==> config.mk <==
export PLATFORM = sky130hd
export DESIGN_NAME = fsw_top
export DESIGN_NICKNAME = d
export VERILOG_FILES = /design/src/verilog/fsw_pkg.sv /design/src/verilog/fsw_report_ram.sv /design/src/verilog/fsw_top.sv
export VERILOG_INCLUDE_DIRS = /design/src /design/src/verilog
export SDC_FILE = /design/constraint.sdc
export NUM_CORES = 1
export LEC_CHECK = 0
export BUFFER_PORTS_ARGS = -buffer_cell sky130_fd_sc_hd__buf_2
export CAP_MARGIN = 20
export CORE_AREA = 2 2 273 275
export DETAILED_ROUTE_END_ITERATION = 12
export DIE_AREA = 0 0 275 277
export PLACE_DENSITY = 0.43
export SYNTH_ARGS = -nofsm -noshare
export SYNTH_HDL_FRONTEND = slang
export SYNTH_SLANG_ARGS = --single-unit
==> constraint.sdc <==
create_clock -name i_clock -period 7.7 [get_ports i_clock]
set_input_delay 0 -clock i_clock [delete_from_list [all_inputs] [get_ports i_clock]]
set_output_delay 0 -clock i_clock [all_outputs]
set_load 0.02 [all_outputs]
==> src/verilog/fsw_map.svh <==
`ifndef FSW_MAP_SVH
`define FSW_MAP_SVH

// report framing
`define FSW_RPT_LAST_IDX 6'h3F
`define FSW_CMD_WRITE_FLASH 8'hB1
`define FSW_SUB_CHIP 8'h00
`define FSW_SUB_PINS 8'h01
`define FSW_SUB_STR_LAST 8'h04
`define FSW_CHIP_LAST_IDX 5'h13
`define FSW_PINS_LAST_IDX 5'h04
`define FSW_FIRST_DATA_IDX 5'h02
`define FSW_PWD_FIRST_IDX 5'h0C

// chip byte 5 layout
`define FSW_B5_KEEP_MASK 8'h7C
`define FSW_B5_NEG_BIT 6
`define FSW_B5_POS_BIT 5
`define FSW_B5_VREF_HI 4
`define FSW_B5_VREF_LO 3
`define FSW_B5_INTREF_BIT 2

// pin settings byte layout and designation codes
`define FSW_PIN_LVL_BIT 4
`define FSW_PIN_DIR_BIT 3
`define FSW_DES_GPIO 3'h0
`define FSW_DES_ALT1 3'h1
`define FSW_DES_ALT2 3'h2
`define FSW_DES_ALT3 3'h3
`define FSW_DES_ALT4 3'h4
`define FSW_PIN0_DES_MAX 3'h2
`define FSW_PIN1_DES_MAX 3'h4
`define FSW_PIN2_DES_MAX 3'h3
`define FSW_PIN_RST 8'h08

// response status codes
`define FSW_RSP_OK 8'h00
`define FSW_RSP_UNSUPPORTED 8'h01

// register offsets (byte addresses) and bits
`define FSW_REG_CTRL 8'h00
`define FSW_REG_STATUS 8'h04
`define FSW_REG_CHIP 8'h08
`define FSW_REG_USB_ID 8'h0C
`define FSW_REG_PIN_STORED 8'h10
`define FSW_REG_PIN_ACTIVE 8'h14
`define FSW_REG_PIN_LEVEL 8'h18
`define FSW_REG_LAST_RSP 8'h1C
`define FSW_CTRL_APPLY_BIT 0
`define FSW_STATUS_INT_BIT 0
`define FSW_AXI_OKAY 2'h0
`define FSW_AXI_SLVERR 2'h2

`endif

==> src/verilog/fsw_pkg.sv <==
package fsw_pkg;

  typedef enum logic [1:0] {
    FSW_ST_RECV,
    FSW_ST_DECIDE,
    FSW_ST_WALK,
    FSW_ST_RESP
  } fsw_state_e;

  typedef struct packed {
    fsw_state_e st;
    logic [5:0] idx;
    logic [7:0] cmd;
    logic [7:0] sub;
    logic [4:0] rd_idx;
    logic [4:0] wb_idx;
    logic wb_vld;
    logic [7:0] chip_b5;
    logic [15:0] vid;
    logic [15:0] pid;
    logic [7:0] pwr_attr;
    logic [7:0] cur_half;
    logic [63:0] pwd;
    logic [2:0][7:0] pin_st;
    logic [2:0][7:0] pin_act;
    logic apply_pend;
    logic [2:0] pin_s1;
    logic [2:0] pin_s2;
    logic [2:0] pin_prev;
    logic int_flag;
    logic [2:0] pin_out;
    logic [2:0] pin_oe_n;
    logic rsp_vld;
    logic [7:0] rsp_cmd;
    logic [7:0] rsp_stat;
    logic aw_have;
    logic w_have;
    logic [7:0] awaddr;
    logic [31:0] wdata;
    logic [3:0] wstrb;
    logic bvalid;
    logic [1:0] bresp;
    logic rvalid;
    logic [31:0] rdata;
    logic [1:0] rresp;
  } fsw_state_s;

endpackage

==> src/verilog/fsw_report_ram.sv <==
`timescale 1ns/1ps
module fsw_report_ram (
  input wire logic i_clock,
  input wire logic i_we,
  input wire logic [5:0] i_waddr,
  input wire logic [7:0] i_wdata,
  input wire logic [5:0] i_raddr,
  output logic [7:0] o_rdata
);

  logic [7:0] mem_q [64];
  logic [7:0] rdata_q;

  // no reset on the array: it only ever holds the report being decoded
  always_ff @(posedge i_clock) begin
    if (i_we) begin
      mem_q[i_waddr] <= i_wdata;
    end
    rdata_q <= mem_q[i_raddr];
  end

  assign o_rdata = rdata_q;

endmodule

==> src/verilog/fsw_top.sv <==
// Decided for this implementation: the register offsets and the AXI4-Lite register port.
`timescale 1ns/1ps
`include "fsw_map.svh"
// Function
// RL1 - report 0xB1 with sub-code 0x00 stores the chip settings bytes.
// RL2 - undefined sub-code answers with unsupported-command status at response byte 1.
// RL3 - byte 5 bit 6 enables flag on falling edge of interrupt input.
// RL4 - byte 5 bit 5 enables flag on rising edge of interrupt input.
// RL5 - byte 5 bits 4-3 select converter reference level, 00 turns it off.
// RL6 - byte 5 bit 2 picks internal reference module (1) or supply (0).
// RL7 - bytes 6 low and 7 high form the stored USB vendor identifier.
// RL8 - bytes 8 low and 9 high form the stored USB product identifier.
// RL9 - byte 10 becomes the configuration power attributes value.
// RL10 - requested current equals twice byte 11, in milliamperes.
// RL11 - bytes 12 to 19 are stored as the eight-byte password.
// RL12 - report 0xB1 with sub-code 0x01 stores the pin settings bytes.
// RL13 - general output pin drives bit 4 level at power-up or reset; here a reset restores 0x08, a GPIO input.
// RL14 - bit 3 sets direction, 1 input, only for general I/O pins.
// RL15 - pin 0 codes: GPIO, receive activity, suspend; higher codes ignored.
// RL16 - pin 1 codes: GPIO, clock, analog in, transmit activity, interrupt.
// RL17 - pin 2 codes: GPIO, clock, analog in 2, analog out; higher ignored.
// RL18 - don't-care bits and bytes 20 to 63 are accepted and ignored.
// RL19 - new pin settings reach the pins only at next reset or apply; here a reset restores the stored settings to 0x08 instead.
module fsw_top
  import fsw_pkg::*;
(
  input wire logic i_clock,
  input wire logic i_nrst,
  input wire logic i_rpt_valid,
  input wire logic i_rpt_first,
  input wire logic [7:0] i_rpt_data,
  output logic o_rpt_ready,
  output logic o_rsp_valid,
  output logic [7:0] o_rsp_cmd,
  output logic [7:0] o_rsp_status,
  output logic o_int_neg_en,
  output logic o_int_pos_en,
  output logic [1:0] o_adc_vref_level,
  output logic o_adc_vref_internal,
  output logic [15:0] o_usb_vid,
  output logic [15:0] o_usb_pid,
  output logic [7:0] o_usb_power_attr,
  output logic [8:0] o_usb_current_ma,
  output logic o_int_detect_flag,
  input wire logic [2:0] i_pin_in,
  output logic [2:0] o_pin_out,
  output logic [2:0] o_pin_oe_n,
  input wire logic i_uart_rx_activity,
  input wire logic i_uart_tx_activity,
  input wire logic i_suspend,
  input wire logic i_clock_out_src,
  output logic o_analog_input_1_en,
  output logic o_analog_input_2_en,
  output logic o_analog_output_1_en,
  input wire logic [7:0] i_axi_awaddr,
  input wire logic i_axi_awvalid,
  output logic o_axi_awready,
  input wire logic [31:0] i_axi_wdata,
  input wire logic [3:0] i_axi_wstrb,
  input wire logic i_axi_wvalid,
  output logic o_axi_wready,
  output logic [1:0] o_axi_bresp,
  output logic o_axi_bvalid,
  input wire logic i_axi_bready,
  input wire logic [7:0] i_axi_araddr,
  input wire logic i_axi_arvalid,
  output logic o_axi_arready,
  output logic [31:0] o_axi_rdata,
  output logic [1:0] o_axi_rresp,
  output logic o_axi_rvalid,
  input wire logic i_axi_rready
);

  logic [1:0] rst_sync_q;
  logic rst_n;
  fsw_state_s s_q;
  fsw_state_s s_d;
  logic mem_we;
  logic [5:0] mem_waddr;
  logic [5:0] mem_raddr;
  logic [7:0] mem_rdata;
  logic [2:0] pin_out_nx;
  logic [2:0] pin_oe_n_nx;

  always_ff @(posedge i_clock or negedge i_nrst) begin
    if (!i_nrst) begin
      rst_sync_q <= 2'h0;
    end else begin
      rst_sync_q <= {rst_sync_q[0], 1'b1};
    end
  end
  assign rst_n = rst_sync_q[1];

  fsw_report_ram u_ram (
    .i_clock(i_clock),
    .i_we(mem_we),
    .i_waddr(mem_waddr),
    .i_wdata(i_rpt_data),
    .i_raddr(mem_raddr),
    .o_rdata(mem_rdata)
  );

  // drive of one pin from its active designation byte
  function automatic logic [1:0] pin_drive(input int pin, input logic [7:0] cfg);
    logic [1:0] r;
    r = {cfg[`FSW_PIN_LVL_BIT], cfg[`FSW_PIN_DIR_BIT]}; // see RL13 see RL14
    unique case (cfg[2:0])
      `FSW_DES_GPIO: r = {cfg[`FSW_PIN_LVL_BIT], cfg[`FSW_PIN_DIR_BIT]};
      `FSW_DES_ALT1: begin
        if (pin == 0) begin
          r = {i_uart_rx_activity, 1'b0}; // see RL15
        end else begin
          r = {i_clock_out_src, 1'b0}; // see RL16 see RL17
        end
      end
      `FSW_DES_ALT2: begin
        if (pin == 0) begin
          r = {i_suspend, 1'b0}; // see RL15
        end else begin
          r = 2'h1;
        end
      end
      `FSW_DES_ALT3: begin
        if (pin == 1) begin
          r = {i_uart_tx_activity, 1'b0}; // see RL16
        end else begin
          r = 2'h1;
        end
      end
      default: r = 2'h1;
    endcase
    return r;
  endfunction

  for (genvar g = 0; g < 3; g++) begin : g_pin
    logic [1:0] drv;
    assign drv = pin_drive(g, s_q.pin_act[g]);
    assign pin_out_nx[g] = drv[1];
    assign pin_oe_n_nx[g] = drv[0];
  end

  logic [4:0] walk_last;
  logic rpt_take;
  logic aw_take;
  logic w_take;
  logic ar_take;
  logic wr_fire;
  logic wr_ctrl_apply;
  logic wr_int_clear;
  logic int_rise;
  logic int_fall;
  logic int_event;
  logic [2:0] des;
  logic [5:0] pwd_sh;
  logic [4:0] pwd_off;

  assign walk_last = (s_q.sub == `FSW_SUB_CHIP) ? `FSW_CHIP_LAST_IDX : `FSW_PINS_LAST_IDX;
  assign rpt_take = i_rpt_valid && (s_q.st == FSW_ST_RECV);
  assign mem_we = rpt_take;
  assign mem_waddr = i_rpt_first ? 6'h00 : s_q.idx;
  assign mem_raddr = {1'b0, s_q.rd_idx};
  assign aw_take = i_axi_awvalid && !s_q.aw_have;
  assign w_take = i_axi_wvalid && !s_q.w_have;
  assign ar_take = i_axi_arvalid && !s_q.rvalid;
  assign wr_fire = s_q.aw_have && s_q.w_have && !s_q.bvalid;
  assign wr_ctrl_apply = wr_fire && (s_q.awaddr[7:2] == `FSW_REG_CTRL >> 2)
                         && s_q.wstrb[0] && s_q.wdata[`FSW_CTRL_APPLY_BIT];
  assign wr_int_clear = wr_fire && (s_q.awaddr[7:2] == `FSW_REG_STATUS >> 2)
                        && s_q.wstrb[0] && s_q.wdata[`FSW_STATUS_INT_BIT];
  // edge detection only while pin 1 serves as the interrupt input
  assign int_rise = s_q.pin_s2[1] && !s_q.pin_prev[1];
  assign int_fall = !s_q.pin_s2[1] && s_q.pin_prev[1];
  assign int_event = (s_q.pin_act[1][2:0] == `FSW_DES_ALT4)
                     && ((s_q.chip_b5[`FSW_B5_NEG_BIT] && int_fall) // see RL3
                     || (s_q.chip_b5[`FSW_B5_POS_BIT] && int_rise)); // see RL4
  assign pwd_off = s_q.wb_idx - `FSW_PWD_FIRST_IDX;
  assign pwd_sh = {pwd_off[2:0], 3'h0};

  always_comb begin
    s_d = s_q;
    s_d.rsp_vld = 1'b0;
    des = mem_rdata[2:0];
    // report reception and decode
    unique case (s_q.st)
      FSW_ST_RECV: begin
        if (rpt_take) begin
          s_d.idx = mem_waddr + 6'h01;
          if (mem_waddr == 6'h00) begin
            s_d.cmd = i_rpt_data;
          end
          if (mem_waddr == 6'h01) begin
            s_d.sub = i_rpt_data;
          end
          // bytes beyond the decoded range land in the buffer and are never read
          if (mem_waddr == `FSW_RPT_LAST_IDX) begin // see RL18
            s_d.st = FSW_ST_DECIDE;
            s_d.idx = 6'h00;
          end
        end
      end
      FSW_ST_DECIDE: begin
        s_d.rd_idx = `FSW_FIRST_DATA_IDX;
        s_d.wb_vld = 1'b0;
        s_d.rsp_cmd = s_q.cmd;
        s_d.rsp_stat = `FSW_RSP_OK;
        if (s_q.cmd != `FSW_CMD_WRITE_FLASH) begin
          s_d.st = FSW_ST_RECV;
        end else if (s_q.sub == `FSW_SUB_CHIP || s_q.sub == `FSW_SUB_PINS) begin
          s_d.st = FSW_ST_WALK; // see RL1 see RL12
        end else if (s_q.sub <= `FSW_SUB_STR_LAST) begin
          s_d.st = FSW_ST_RESP;
        end else begin
          s_d.rsp_stat = `FSW_RSP_UNSUPPORTED; // see RL2
          s_d.st = FSW_ST_RESP;
        end
      end
      FSW_ST_WALK: begin
        s_d.wb_vld = (s_q.rd_idx <= walk_last);
        s_d.wb_idx = s_q.rd_idx;
        if (s_q.rd_idx <= walk_last) begin
          s_d.rd_idx = s_q.rd_idx + 5'h01;
        end
        if (s_q.wb_vld && s_q.sub == `FSW_SUB_CHIP) begin
          unique case (s_q.wb_idx)
            5'h05: s_d.chip_b5 = mem_rdata & `FSW_B5_KEEP_MASK; // see RL18
            5'h06: s_d.vid[7:0] = mem_rdata; // see RL7
            5'h07: s_d.vid[15:8] = mem_rdata; // see RL7
            5'h08: s_d.pid[7:0] = mem_rdata; // see RL8
            5'h09: s_d.pid[15:8] = mem_rdata; // see RL8
            5'h0A: s_d.pwr_attr = mem_rdata; // see RL9
            5'h0B: s_d.cur_half = mem_rdata; // see RL10
            default: begin
              if (s_q.wb_idx >= `FSW_PWD_FIRST_IDX) begin
                s_d.pwd = (s_q.pwd & ~(64'hFF << pwd_sh))
                          | (64'(mem_rdata) << pwd_sh); // see RL11
              end
            end
          endcase
        end
        if (s_q.wb_vld && s_q.sub == `FSW_SUB_PINS) begin
          for (int p = 0; p < 3; p++) begin
            if (s_q.wb_idx == 5'(p + 2)) begin
              s_d.pin_st[p][7:3] = {3'h0, mem_rdata[4:3]}; // see RL13 see RL14
              // an out-of-range designation leaves the stored one untouched
              if ((p == 0 && des <= `FSW_PIN0_DES_MAX)
                  || (p == 1 && des <= `FSW_PIN1_DES_MAX)
                  || (p == 2 && des <= `FSW_PIN2_DES_MAX)) begin
                s_d.pin_st[p][2:0] = des; // see RL15 see RL16 see RL17
              end
            end
          end
        end
        if (s_q.wb_vld && s_q.wb_idx == walk_last) begin
          s_d.st = FSW_ST_RESP;
        end
      end
      FSW_ST_RESP: begin
        s_d.rsp_vld = 1'b1;
        s_d.st = FSW_ST_RECV;
      end
    endcase
    // stored pin settings reach the pins only on reset or an apply request
    if (s_q.apply_pend) begin
      s_d.pin_act = s_q.pin_st; // see RL19
    end
    s_d.apply_pend = wr_ctrl_apply;
    s_d.pin_s1 = i_pin_in;
    s_d.pin_s2 = s_q.pin_s1;
    s_d.pin_prev = s_q.pin_s2;
    s_d.pin_out = pin_out_nx;
    s_d.pin_oe_n = pin_oe_n_nx;
    // a new edge wins over a clear in the same cycle
    if (wr_int_clear) begin
      s_d.int_flag = 1'b0;
    end
    if (int_event) begin
      s_d.int_flag = 1'b1; // see RL3 see RL4
    end
    // register bus write side
    if (aw_take) begin
      s_d.aw_have = 1'b1;
      s_d.awaddr = i_axi_awaddr;
    end
    if (w_take) begin
      s_d.w_have = 1'b1;
      s_d.wdata = i_axi_wdata;
      s_d.wstrb = i_axi_wstrb;
    end
    if (wr_fire) begin
      s_d.bvalid = 1'b1;
      s_d.bresp = (s_q.awaddr[7:2] == `FSW_REG_CTRL >> 2
                   || s_q.awaddr[7:2] == `FSW_REG_STATUS >> 2) ? `FSW_AXI_OKAY
                                                              : `FSW_AXI_SLVERR;
    end
    if (s_q.bvalid && i_axi_bready) begin
      s_d.bvalid = 1'b0;
      s_d.aw_have = 1'b0;
      s_d.w_have = 1'b0;
    end
    // register bus read side
    if (s_q.rvalid && i_axi_rready) begin
      s_d.rvalid = 1'b0;
    end
    if (ar_take) begin
      s_d.rvalid = 1'b1;
      s_d.rresp = `FSW_AXI_OKAY;
      s_d.rdata = 32'h0;
      unique case ({i_axi_araddr[7:2], 2'h0})
        `FSW_REG_CTRL: s_d.rdata = {31'h0, s_q.apply_pend};
        `FSW_REG_STATUS: s_d.rdata = {29'h0, s_q.st != FSW_ST_RECV,
                                      s_q.pwd != 64'h0, s_q.int_flag};
        `FSW_REG_CHIP: s_d.rdata = {8'h0, s_q.cur_half, s_q.pwr_attr, s_q.chip_b5};
        `FSW_REG_USB_ID: s_d.rdata = {s_q.pid, s_q.vid};
        `FSW_REG_PIN_STORED: s_d.rdata = {8'h0, s_q.pin_st};
        `FSW_REG_PIN_ACTIVE: s_d.rdata = {8'h0, s_q.pin_act};
        `FSW_REG_PIN_LEVEL: s_d.rdata = {29'h0, s_q.pin_s2};
        `FSW_REG_LAST_RSP: s_d.rdata = {16'h0, s_q.rsp_stat, s_q.rsp_cmd};
        default: s_d.rresp = `FSW_AXI_SLVERR;
      endcase
    end
  end

  always_ff @(posedge i_clock or negedge rst_n) begin
    if (!rst_n) begin
      s_q <= '0;
      s_q.st <= FSW_ST_RECV;
      s_q.pin_st <= {3{`FSW_PIN_RST}};
      s_q.pin_act <= {3{`FSW_PIN_RST}};
      s_q.pin_oe_n <= 3'h7;
      // first cycle after reset loads stored pin settings onto the pins
      s_q.apply_pend <= 1'b1;
    end else begin
      s_q <= s_d;
    end
  end

  assign o_rpt_ready = (s_q.st == FSW_ST_RECV);
  assign o_rsp_valid = s_q.rsp_vld;
  assign o_rsp_cmd = s_q.rsp_cmd;
  assign o_rsp_status = s_q.rsp_stat;
  assign o_int_neg_en = s_q.chip_b5[`FSW_B5_NEG_BIT]; // see RL3
  assign o_int_pos_en = s_q.chip_b5[`FSW_B5_POS_BIT]; // see RL4
  assign o_adc_vref_level = s_q.chip_b5[`FSW_B5_VREF_HI:`FSW_B5_VREF_LO]; // see RL5
  assign o_adc_vref_internal = s_q.chip_b5[`FSW_B5_INTREF_BIT]; // see RL6
  assign o_usb_vid = s_q.vid;
  assign o_usb_pid = s_q.pid;
  assign o_usb_power_attr = s_q.pwr_attr;
  assign o_usb_current_ma = {s_q.cur_half, 1'b0}; // see RL10
  assign o_int_detect_flag = s_q.int_flag;
  assign o_pin_out = s_q.pin_out;
  assign o_pin_oe_n = s_q.pin_oe_n;
  assign o_analog_input_1_en = (s_q.pin_act[1][2:0] == `FSW_DES_ALT2); // see RL16
  assign o_analog_input_2_en = (s_q.pin_act[2][2:0] == `FSW_DES_ALT2); // see RL17
  assign o_analog_output_1_en = (s_q.pin_act[2][2:0] == `FSW_DES_ALT3); // see RL17
  assign o_axi_awready = !s_q.aw_have;
  assign o_axi_wready = !s_q.w_have;
  assign o_axi_bvalid = s_q.bvalid;
  assign o_axi_bresp = s_q.bresp;
  assign o_axi_arready = !s_q.rvalid;
  assign o_axi_rvalid = s_q.rvalid;
  assign o_axi_rdata = s_q.rdata;
  assign o_axi_rresp = s_q.rresp;

endmodule

==> results of run 1 <==
## routing by layer
layer	track usage	wire length, µm
met5	0	13
met1	0.185	23500
met4	0.0452	1560
met2	0.231	25800
met3	0.0270	2570
## path summary, 6_finish.rpt
| path | startpoint | to | slack (ps) |
|---|---|---|---|
| min in group asynchronous | i_nrst | rst_sync_q[1] | 240 |
| max in group asynchronous | rst_sync_q[1] | mem_raddr[0] | 5880 |
| worst min register to register | s_d[111] | s_d[108] | 350 |
| worst min-delay path | i_pin_in[2] | s_d[113] | 30 |
| worst max-delay path | mem_raddr[1] | mem_raddr[3] | 4340 |
| worst max register to register | mem_raddr[1] | mem_raddr[3] | 4340 |
## cells in the final DEF, fill, tap and decap left out, types with 10 or more instances in the layout
master	instances
nand2_1	60
clkbuf_1	19
a31oi_1	18
edfxtp_1	256
inv_1	18
mux2i_1	43
ha_1	10
a22o_1	10
conb_1	11
a22oi_1	18
o21ai_0	32
dfstp_2	10
dfrtp_1	241
mux4_2	66
a221oi_1	18
buf_2	151
clkbuf_16	57
nand3_1	21
nor3_1	13
nor4_1	22
mux2_2	173
nor2_1	93
dlygate4sd3_1	43
## power by group
part	total, W	leakage, nW	internal [W]	switching (W)
Combinational	0.000344	3.13	0.000134	0.000210
Sequential	0.00308	5.46	0.00301	0.0000681
Clock	0.00263	0.875	0.00151	0.00112
## stage by stage
step | setup slack [ps] | util | hold slack [ps] | total power [W] | instances
finish | 4340 | 0.341 | 33.2 | 0.00606 | 2532
global route | 4160 | 0.341 | 15.2 | 0.00631 | 2532
CTS | 4260 | 0.341 | 2.41 | 0.00615 | 2531
detailed placement | 4290 | 0.310 | -214 | 0.00346 | 2384
global placement | 4300 | 0.310 | -213 | 0.00344 | 2383
floorplan | 84.8 | - | -296 | 0.00336 | 1433
## final cells by class
type | instances | area, µm² | area share
sequential | 519 | 14300 | 0.568
timing repair buffer | 203 | 1290 | 0.0513
multi-input combinational | 719 | 6460 | 0.258
inverter | 18 | 67.6 | 0.00269
clock buffer | 84 | 1610 | 0.0641
clock inverter | 20 | 194 | 0.00773
tap | 969 | 1210 | 0.0483
## worst max-delay path, stage by stage (launching register included)
cell and delay (ps):
dfrtp_2 940, buf_4 650, ha_1 370, mux2_2 280, a221oi_1 320, a31oi_1 290, o21ai_0 220, and3_1 180
## flip-flops by register name (all words and copies together) (netlist names), 3 cells and up, named ones only
name,count
mem_raddr,5
s_d,6
o_pin_oe_n,3
s_q,135
u_ram.o_rdata,8
o_rsp_cmd,8
o_pin_out,3
o_usb_power_attr,8
o_axi_rdata,32
u_ram.mem_q,256
o_usb_pid,16
o_usb_vid,16
o_usb_current_ma,8
## kinds of logic (layout without fill, tap and decap cells)
kind of cell | count (synthesis) | in the layout | share of synthesized area
AOI/OAI and AO/OA | 131 | 131 | 0.0420
xor gates and xnor gates | 2 | 2 | 0.000804
adders and majority gates | 10 | 10 | 0.00574
buffers and inverters | 195 | 325 | 0.0529
DFF | 519 | 519 | 0.653
muxes | 284 | 284 | 0.178
other | 2 | 11 | 0.000344
and+or+nand+nor | 281 | 281 | 0.0667
## synth_stat cells, types with 21 or more instances
master / number
buf_4: 109
clkbuf_1: 48
dfrtp_1: 245
edfxtp_1: 256
mux2_2: 173
mux2i_1: 43
mux4_2: 66
nand2_1: 60
nand3_1: 21
nor2_1: 93
nor4_1: 22
o21ai_0: 32
## timing repair
action | in CTS | in global routing
gates resized for setup | 0 | 0
hold buffers | 43 | 0
hold endpoints to repair | 262 | 0
endpoints found under the setup margin | 0 | 0
==> key figures, run 1 <==
Power and ir drop
  • Power Density: 241 nW/µm²
  • VDD IR max: 176 µV
  • Lkg Pwr: roughly 9.5 nW

Synthesis
  • Synth area leaders: edfxtp_1 (35%), dfrtp_1 (28%), mux2_2 (8.9%)
  • Synthesized netlist cell count: 1424
  • Most used flip-flop cell after synthesis: edfxtp_1
  • Yosys warning count: 0
  • Average size of a mapped cell: 15.3 µm²
  • Number of enable flip-flop cells after synthesis: about 260
  • Post-synthesis sequential area ratio: 0.653
  • Post-synth cell types: 64
  • Largest area contributor in the netlist: edfxtp_1
  • Synthesized flop and latch total: 519
  • Synth top area share: 0.353
  • Synthesized area: 21800 µm²
  • Asr flop ratio synth: 0.491

Global route
  • First-pass GRT wire length: roughly 81 mm
  • Tot GR Track Use: 0.140
  • Pin count of the biggest net entering global routing: approximately 170
  • Vias in the first global route: ~13k
  • Grt total ovfl: 0
  • Antenna violations before repair: 2

STA
  • Final setup fails: 0
  • Unrepaired setup endpoints after global routing: false
  • Skew final: slightly above 30 ps
  • Max-slew headroom: 0.313
  • Fin crit share: 0.437
  • FMAX: slightly below 300 MHz
  • Final min period: 3360 ps
  • Final Max Tran Viols: 0
  • Final Hold Fails: 0
  • Tightest Pin Transition: roughly 1000 ps
  • Sum Neg Setup Slack: 0 ps

Clock network
  • Clock H-tree levels: 2
  • CTS root buf: clkbuf_16
  • TritonCTS clock tree: yes
  • Worst-case clock buffer depth: 3
  • CTS clk-pin slew, worst paths: 60 ps
  • Setup bufs post-CTS: 0
  • Clock Sinks: 519
  • Clock buffer count from CTS: 57
  • Clock Latency Late Sink: about 630 ps

Cells and area
  • Final instance area: 25100 µm²
  • Nets@finish: 1604
  • Layout cell share with drive strength beyond 1: 0.331
  • Area Overhead vs Synth: 15.0%
  • Final-layout fill cell count: 7170
  • ANT cells: 0

Outcome
  • Status: completed

Floorplanning
  • IO Pins: 199
  • DIE HEIGHT: 277 µm
  • Row cnt: 100
  • Die X: 275 µm
  • Initial Utilization: 0.296
  • CORE AREA: 73600 µm²
  • Die Area: about 76000 µm²

Detailed routing
  • # DRC: 0
  • Final wirelength: between 50 and 60 mm
  • Vias per Instance: 4.75
  • DR vias: 12.0k
  • Initial DRC Count: ~750
  • DR pass1 iterations: 5
  • Post-DRT Antenna Nets: 0
  • DR WL/cell: 21.1 µm

Setup path
  • R2R depth: 7
  • Crit path kind: reg -> reg
  • WP data arrival: between 3000 and 4000 ps
  • Crit start category: flop
  • Worst Setup End Kind: flop
  • Highest net fanout along the worst path: 37
  • Required time of the worst setup path: 8250 ps

Placed design
  • Global placement routability congestion: 0.785
  • Buffers on Ports: 150
  • Placed Area: between 20000 and 25000 µm²
  • DP HPWL: between 30 and 40 mm

Min path
  • Hold depth: 2
  • Hold WC Path Type: in -> reg

Flow run
  • Max Cap Viol: 0
No activity file was read; power rests on OpenSTA's default activity.
==> run 2, diff against run 1 <==
Settings changed: ABC_AREA set to 1, CORE_AREA 2 2 273 275 to 2 2 275 277, DIE_AREA 0 0 275 277 to 0 0 277 279, PLACE_DENSITY 0.43 to 0.42.
Clock period 7.7 ns to 3.3 ns, I/O delays scaled along.
==> run 2 against run 1 <==
Global-route usage rose by 1.6 points. Largest power group unchanged. Flip-flop and latch count did not move. Largest cell class unchanged. Worst hold slack got worse by 17 ps. Total power up 140%.
==> key figures, run 2 <==
STA
  • Final min period: 2780 ps (-580 ps)
  • Skew final: 64.0 ps (+33.4 ps)
  • Final WS setup: 518 ps (-3820 ps)
  • Final setup fails: 0 (unchanged)
  • Sum Neg Setup Slack: 0 ps (unchanged)
  • Final Max Tran Viols: 0 (unchanged)
  • Hold WS: 16.1 ps (-17.2 ps)
  • Fin crit share: 0.843 (+0.406)
  • Unrepaired setup endpoints after global routing: false
  • Max-slew headroom: 0.415 (+0.102)
  • Final Hold Fails: 0 (unchanged)
  • FMAX: 360 MHz (+21%)
  • Tightest Pin Transition: 877 ps (-152 ps)

Min path
  • Hold WC Path Type: in -> reg
  • Worst hold path startpoint: i_rpt_data[2]
  • Hold depth: 1 (-1)
  • Hold EP: u_ram.mem_q[3][2]

Cells and area
  • Commonest cells after routing, fill and taps aside: nand2_1 (393), o21ai_0 (264), edfxtp_1 (256)
  • Largest register FFs: 256 (unchanged)
  • Commonest non-fill, non-tap cell in the layout: nand2_1
  • Nets@finish: 2274 (+42%)
  • Layout Utilization: 0.346 (+0.00501)
  • Most flops, register: u_ram.mem_q
  • Final-layout fill cell count: 7484 (+4.4%)
  • Area occupied by registers: 14200 µm² (about the same)
  • Layout cell share with drive strength beyond 1: 0.135 (-0.196)
  • Area of the multi-input gates: 6160 µm² (-4.6%)
  • Area Overhead vs Synth: 15.9%
  • ANT cells: 0 (unchanged)

Detailed routing
  • DR pass1 iterations: 5 (unchanged)
  • DR vias: 15.2k (+26%)
  • Initial DRC Count: 1081 (+45%)
  • # DRC: 0 (unchanged)
  • DR WL/cell: 18.9 µm (-10%)
  • Post-DRT Antenna Nets: 0 (unchanged)
  • Final wirelength: 60.6 mm (+14%)
  • Vias per Instance: 4.73 (-0.42%)

Placed design
  • Global placement routability congestion: 0.816 (+4.0%)
  • Buffers on Ports: 150 (unchanged)
  • DP HPWL: 39.2 mm (+15%)
  • Setup WS pre-CTS: 482 ps (-3810 ps)

Floorplanning
  • Die Area: 77300 µm² (+1.5%)
  • IO Pins: 199 (unchanged)
  • Initial Utilization: 0.298 (+0.00209)
  • Row cnt: 100 (unchanged)
  • CORE AREA: 74100 µm² (+0.68%)
  • Die X: 277 µm (+0.73%)
  • DIE HEIGHT: 279 µm (+0.72%)

Synthesis
  • Yosys warning count: 0 (unchanged)
  • Post-synth cell types: 44 (-31%)
  • Synth area leaders: edfxtp_1 (35%), dfrtp_1 (28%), nand2_1 (6.7%)
  • Synth cell count leaders: nand2_1 (393), o21ai_0 (264), edfxtp_1 (256)
  • Asr flop ratio synth: 0.491 (unchanged)
  • Most used flip-flop cell after synthesis: edfxtp_1
  • Post-synthesis sequential area ratio: 0.644 (-0.00895)
  • Average size of a mapped cell: 10.5 µm² (-31%)
  • Most numerous cell in the Yosys netlist: nand2_1
  • Synthesized area: 22100 µm² (+1.4%)
  • Synthesized flop and latch total: 519 (unchanged)
  • Synth top area share: 0.348 (-0.00483)
  • Number of enable flip-flop cells after synthesis: 256 (unchanged)
  • Synthesized netlist cell count: 2096 (+47%)
  • Largest area contributor in the netlist: edfxtp_1

Flow run
  • Max Cap Viol: 0 (unchanged)

Setup path
  • Slowest CP cell: nor2_1
  • Worst Setup End Kind: flop
  • RR Startpoint: s_q[319]
  • Required time of the worst setup path: 3570 ps (-4680 ps)
  • WP data arrival: 3050 ps (-860 ps)
  • Highest net fanout along the worst path: 10 (-73%)
  • Reg2reg end: u_ram.mem_q[2][1]
  • Crit path kind: reg -> reg
  • Critical path's largest stage delay: 570 ps (-370 ps)
  • R2R depth: 8 (+1)
  • Flop2flop setup slack: 520 ps (-3820 ps)
  • CP top delay family: simple AND/OR/NAND/NOR gates
  • WP buf/inv: 3 (+2)
  • Crit start category: flop
  • CP cell instances: inv_1 > ha_1 > nand2_1 > nor2_1 > inv_1 > nor2_1 > inv_1 > nor2_1

Global route
  • Pin count of the biggest net entering global routing: 136 (-19%)
  • First-pass GRT wire length: 93.3 mm (+15%)
  • Vias in the first global route: 15.2k (+21%)
  • Antenna violations before repair: 0 (-2)
  • Grt total ovfl: 0 (unchanged)
  • Tot GR Track Use: 0.156 (+0.0156)

Clock network
  • Clock Sinks: 519 (unchanged)
  • CTS clk-pin slew, worst paths: 60 ps (about the same)
  • Clock H-tree levels: 2 (unchanged)
  • Clock buffer count from CTS: 58 (+1.8%)
  • Worst-case clock buffer depth: 3 (unchanged)
  • TritonCTS clock tree: yes
  • Setup bufs post-CTS: 0 (unchanged)
  • Clock Latency Late Sink: 650 ps (+20 ps)
  • CTS root buf: clkbuf_16

Power and ir drop
  • VDD IR max: 429 µV (+140%)
  • Lkg Pwr: 10.5 nW (+11%)
  • Power Density: 573 nW/µm² (+140%)

Outcome
  • Status: completed
[run 2: cell types whose count changed after synthesis, sizes merged, moves of 27 or more]
cell    delta
nand2    +335
nand3     +37
o21ai    +233
o21bai    +63
nor2     +149
mux4      -66
clkbuf    +27
inv      +114
mux2i     -43
o221ai    +65
mux2     -168
[run 2: how the worst max path moves through the flow]
| stage | start | endpoint | slack [ps] | depth (start not counted) |
|---|---|---|---|---|
| final | s_q[319] | u_ram.mem_q[2][1] | 520 | 8 |
| after global routing | s_q[319] | u_ram.mem_q[1][6] | 200 | 8 |
| after CTS | s_q[319] | u_ram.mem_q[7][2] | 470 | 8 |
| after detailed placement | s_q[319] | u_ram.mem_q[7][0] | 480 | 8 |
| after global placement | s_q[319] | u_ram.mem_q[7][5] | 500 | 8 |
| after floorplan | rst_sync_q[1] | asynchronous set/reset pin | 740 | 0 |
[run 2: power by group]
part	switching (W)	total [W]	internal, W
logic	0.000546	0.000854	0.000309
registers	0.000144	0.00716	0.00701
clock network	0.00272	0.00666	0.00393
total	0.00341	0.0147	0.0113
[run 2: timing repair]
action                    4_1_cts  5_1_grt
resized for setup               0        0
hold buffers                   47        0
hold endpoints to repair      113        0
[run 2: through the flow]
| step | power [W] | std cells | instance area, µm² |
|---|---|---|---|
| finish | 0.0147 | 3207 | 25600 |
| global placement | 0.00802 | 3050 | 23200 |
| global route | 0.0152 | 3207 | 25600 |
| detailed placement | 0.00804 | 3050 | 23200 |
| CTS | 0.0149 | 3207 | 25600 |
| floorplan | 0.00774 | 2105 | 22100 |
[run 2: logic make-up after synthesis]
family | count (synthesis) | share of synthesized area
buf+inv | 341 | 0.0783
mux | 7 | 0.00357
xor+xnor | 5 | 0.00198
simple gates | 753 | 0.140
compound gates | 459 | 0.126
other cells | 2 | 0.000340
fa+ha+maj | 10 | 0.00566
flops | 519 | 0.644
[run 2: worst register-to-register path, delay by kind of cell, from the launching register on]
kind	cells	cell delay [ps]
DFF	1	420
buffers and inverters	3	430
adders and majority gates	1	290
and+or+nand+nor	4	1280
[run 2: area by class of cell]
type | instances | share of cell area
well taps | 969 | 0.0473
inverters | 136 | 0.0200
repair buffers | 228 | 0.0592
flip-flops and latches | 519 | 0.556
clock inverters | 31 | 0.0147
multi-input cells | 1245 | 0.241
clock buffers | 79 | 0.0621
[run 2: metal layers]
layer / part of all wire / GRT usage / vias up
met5: 0 / 0 / -
met4: 0.026 / 0.0461 / 0
met3: 0.034 / 0.0207 / 92
met2: 0.48 / 0.262 / 305
met1: 0.46 / 0.209 / 7522
li1: - / - / 7261
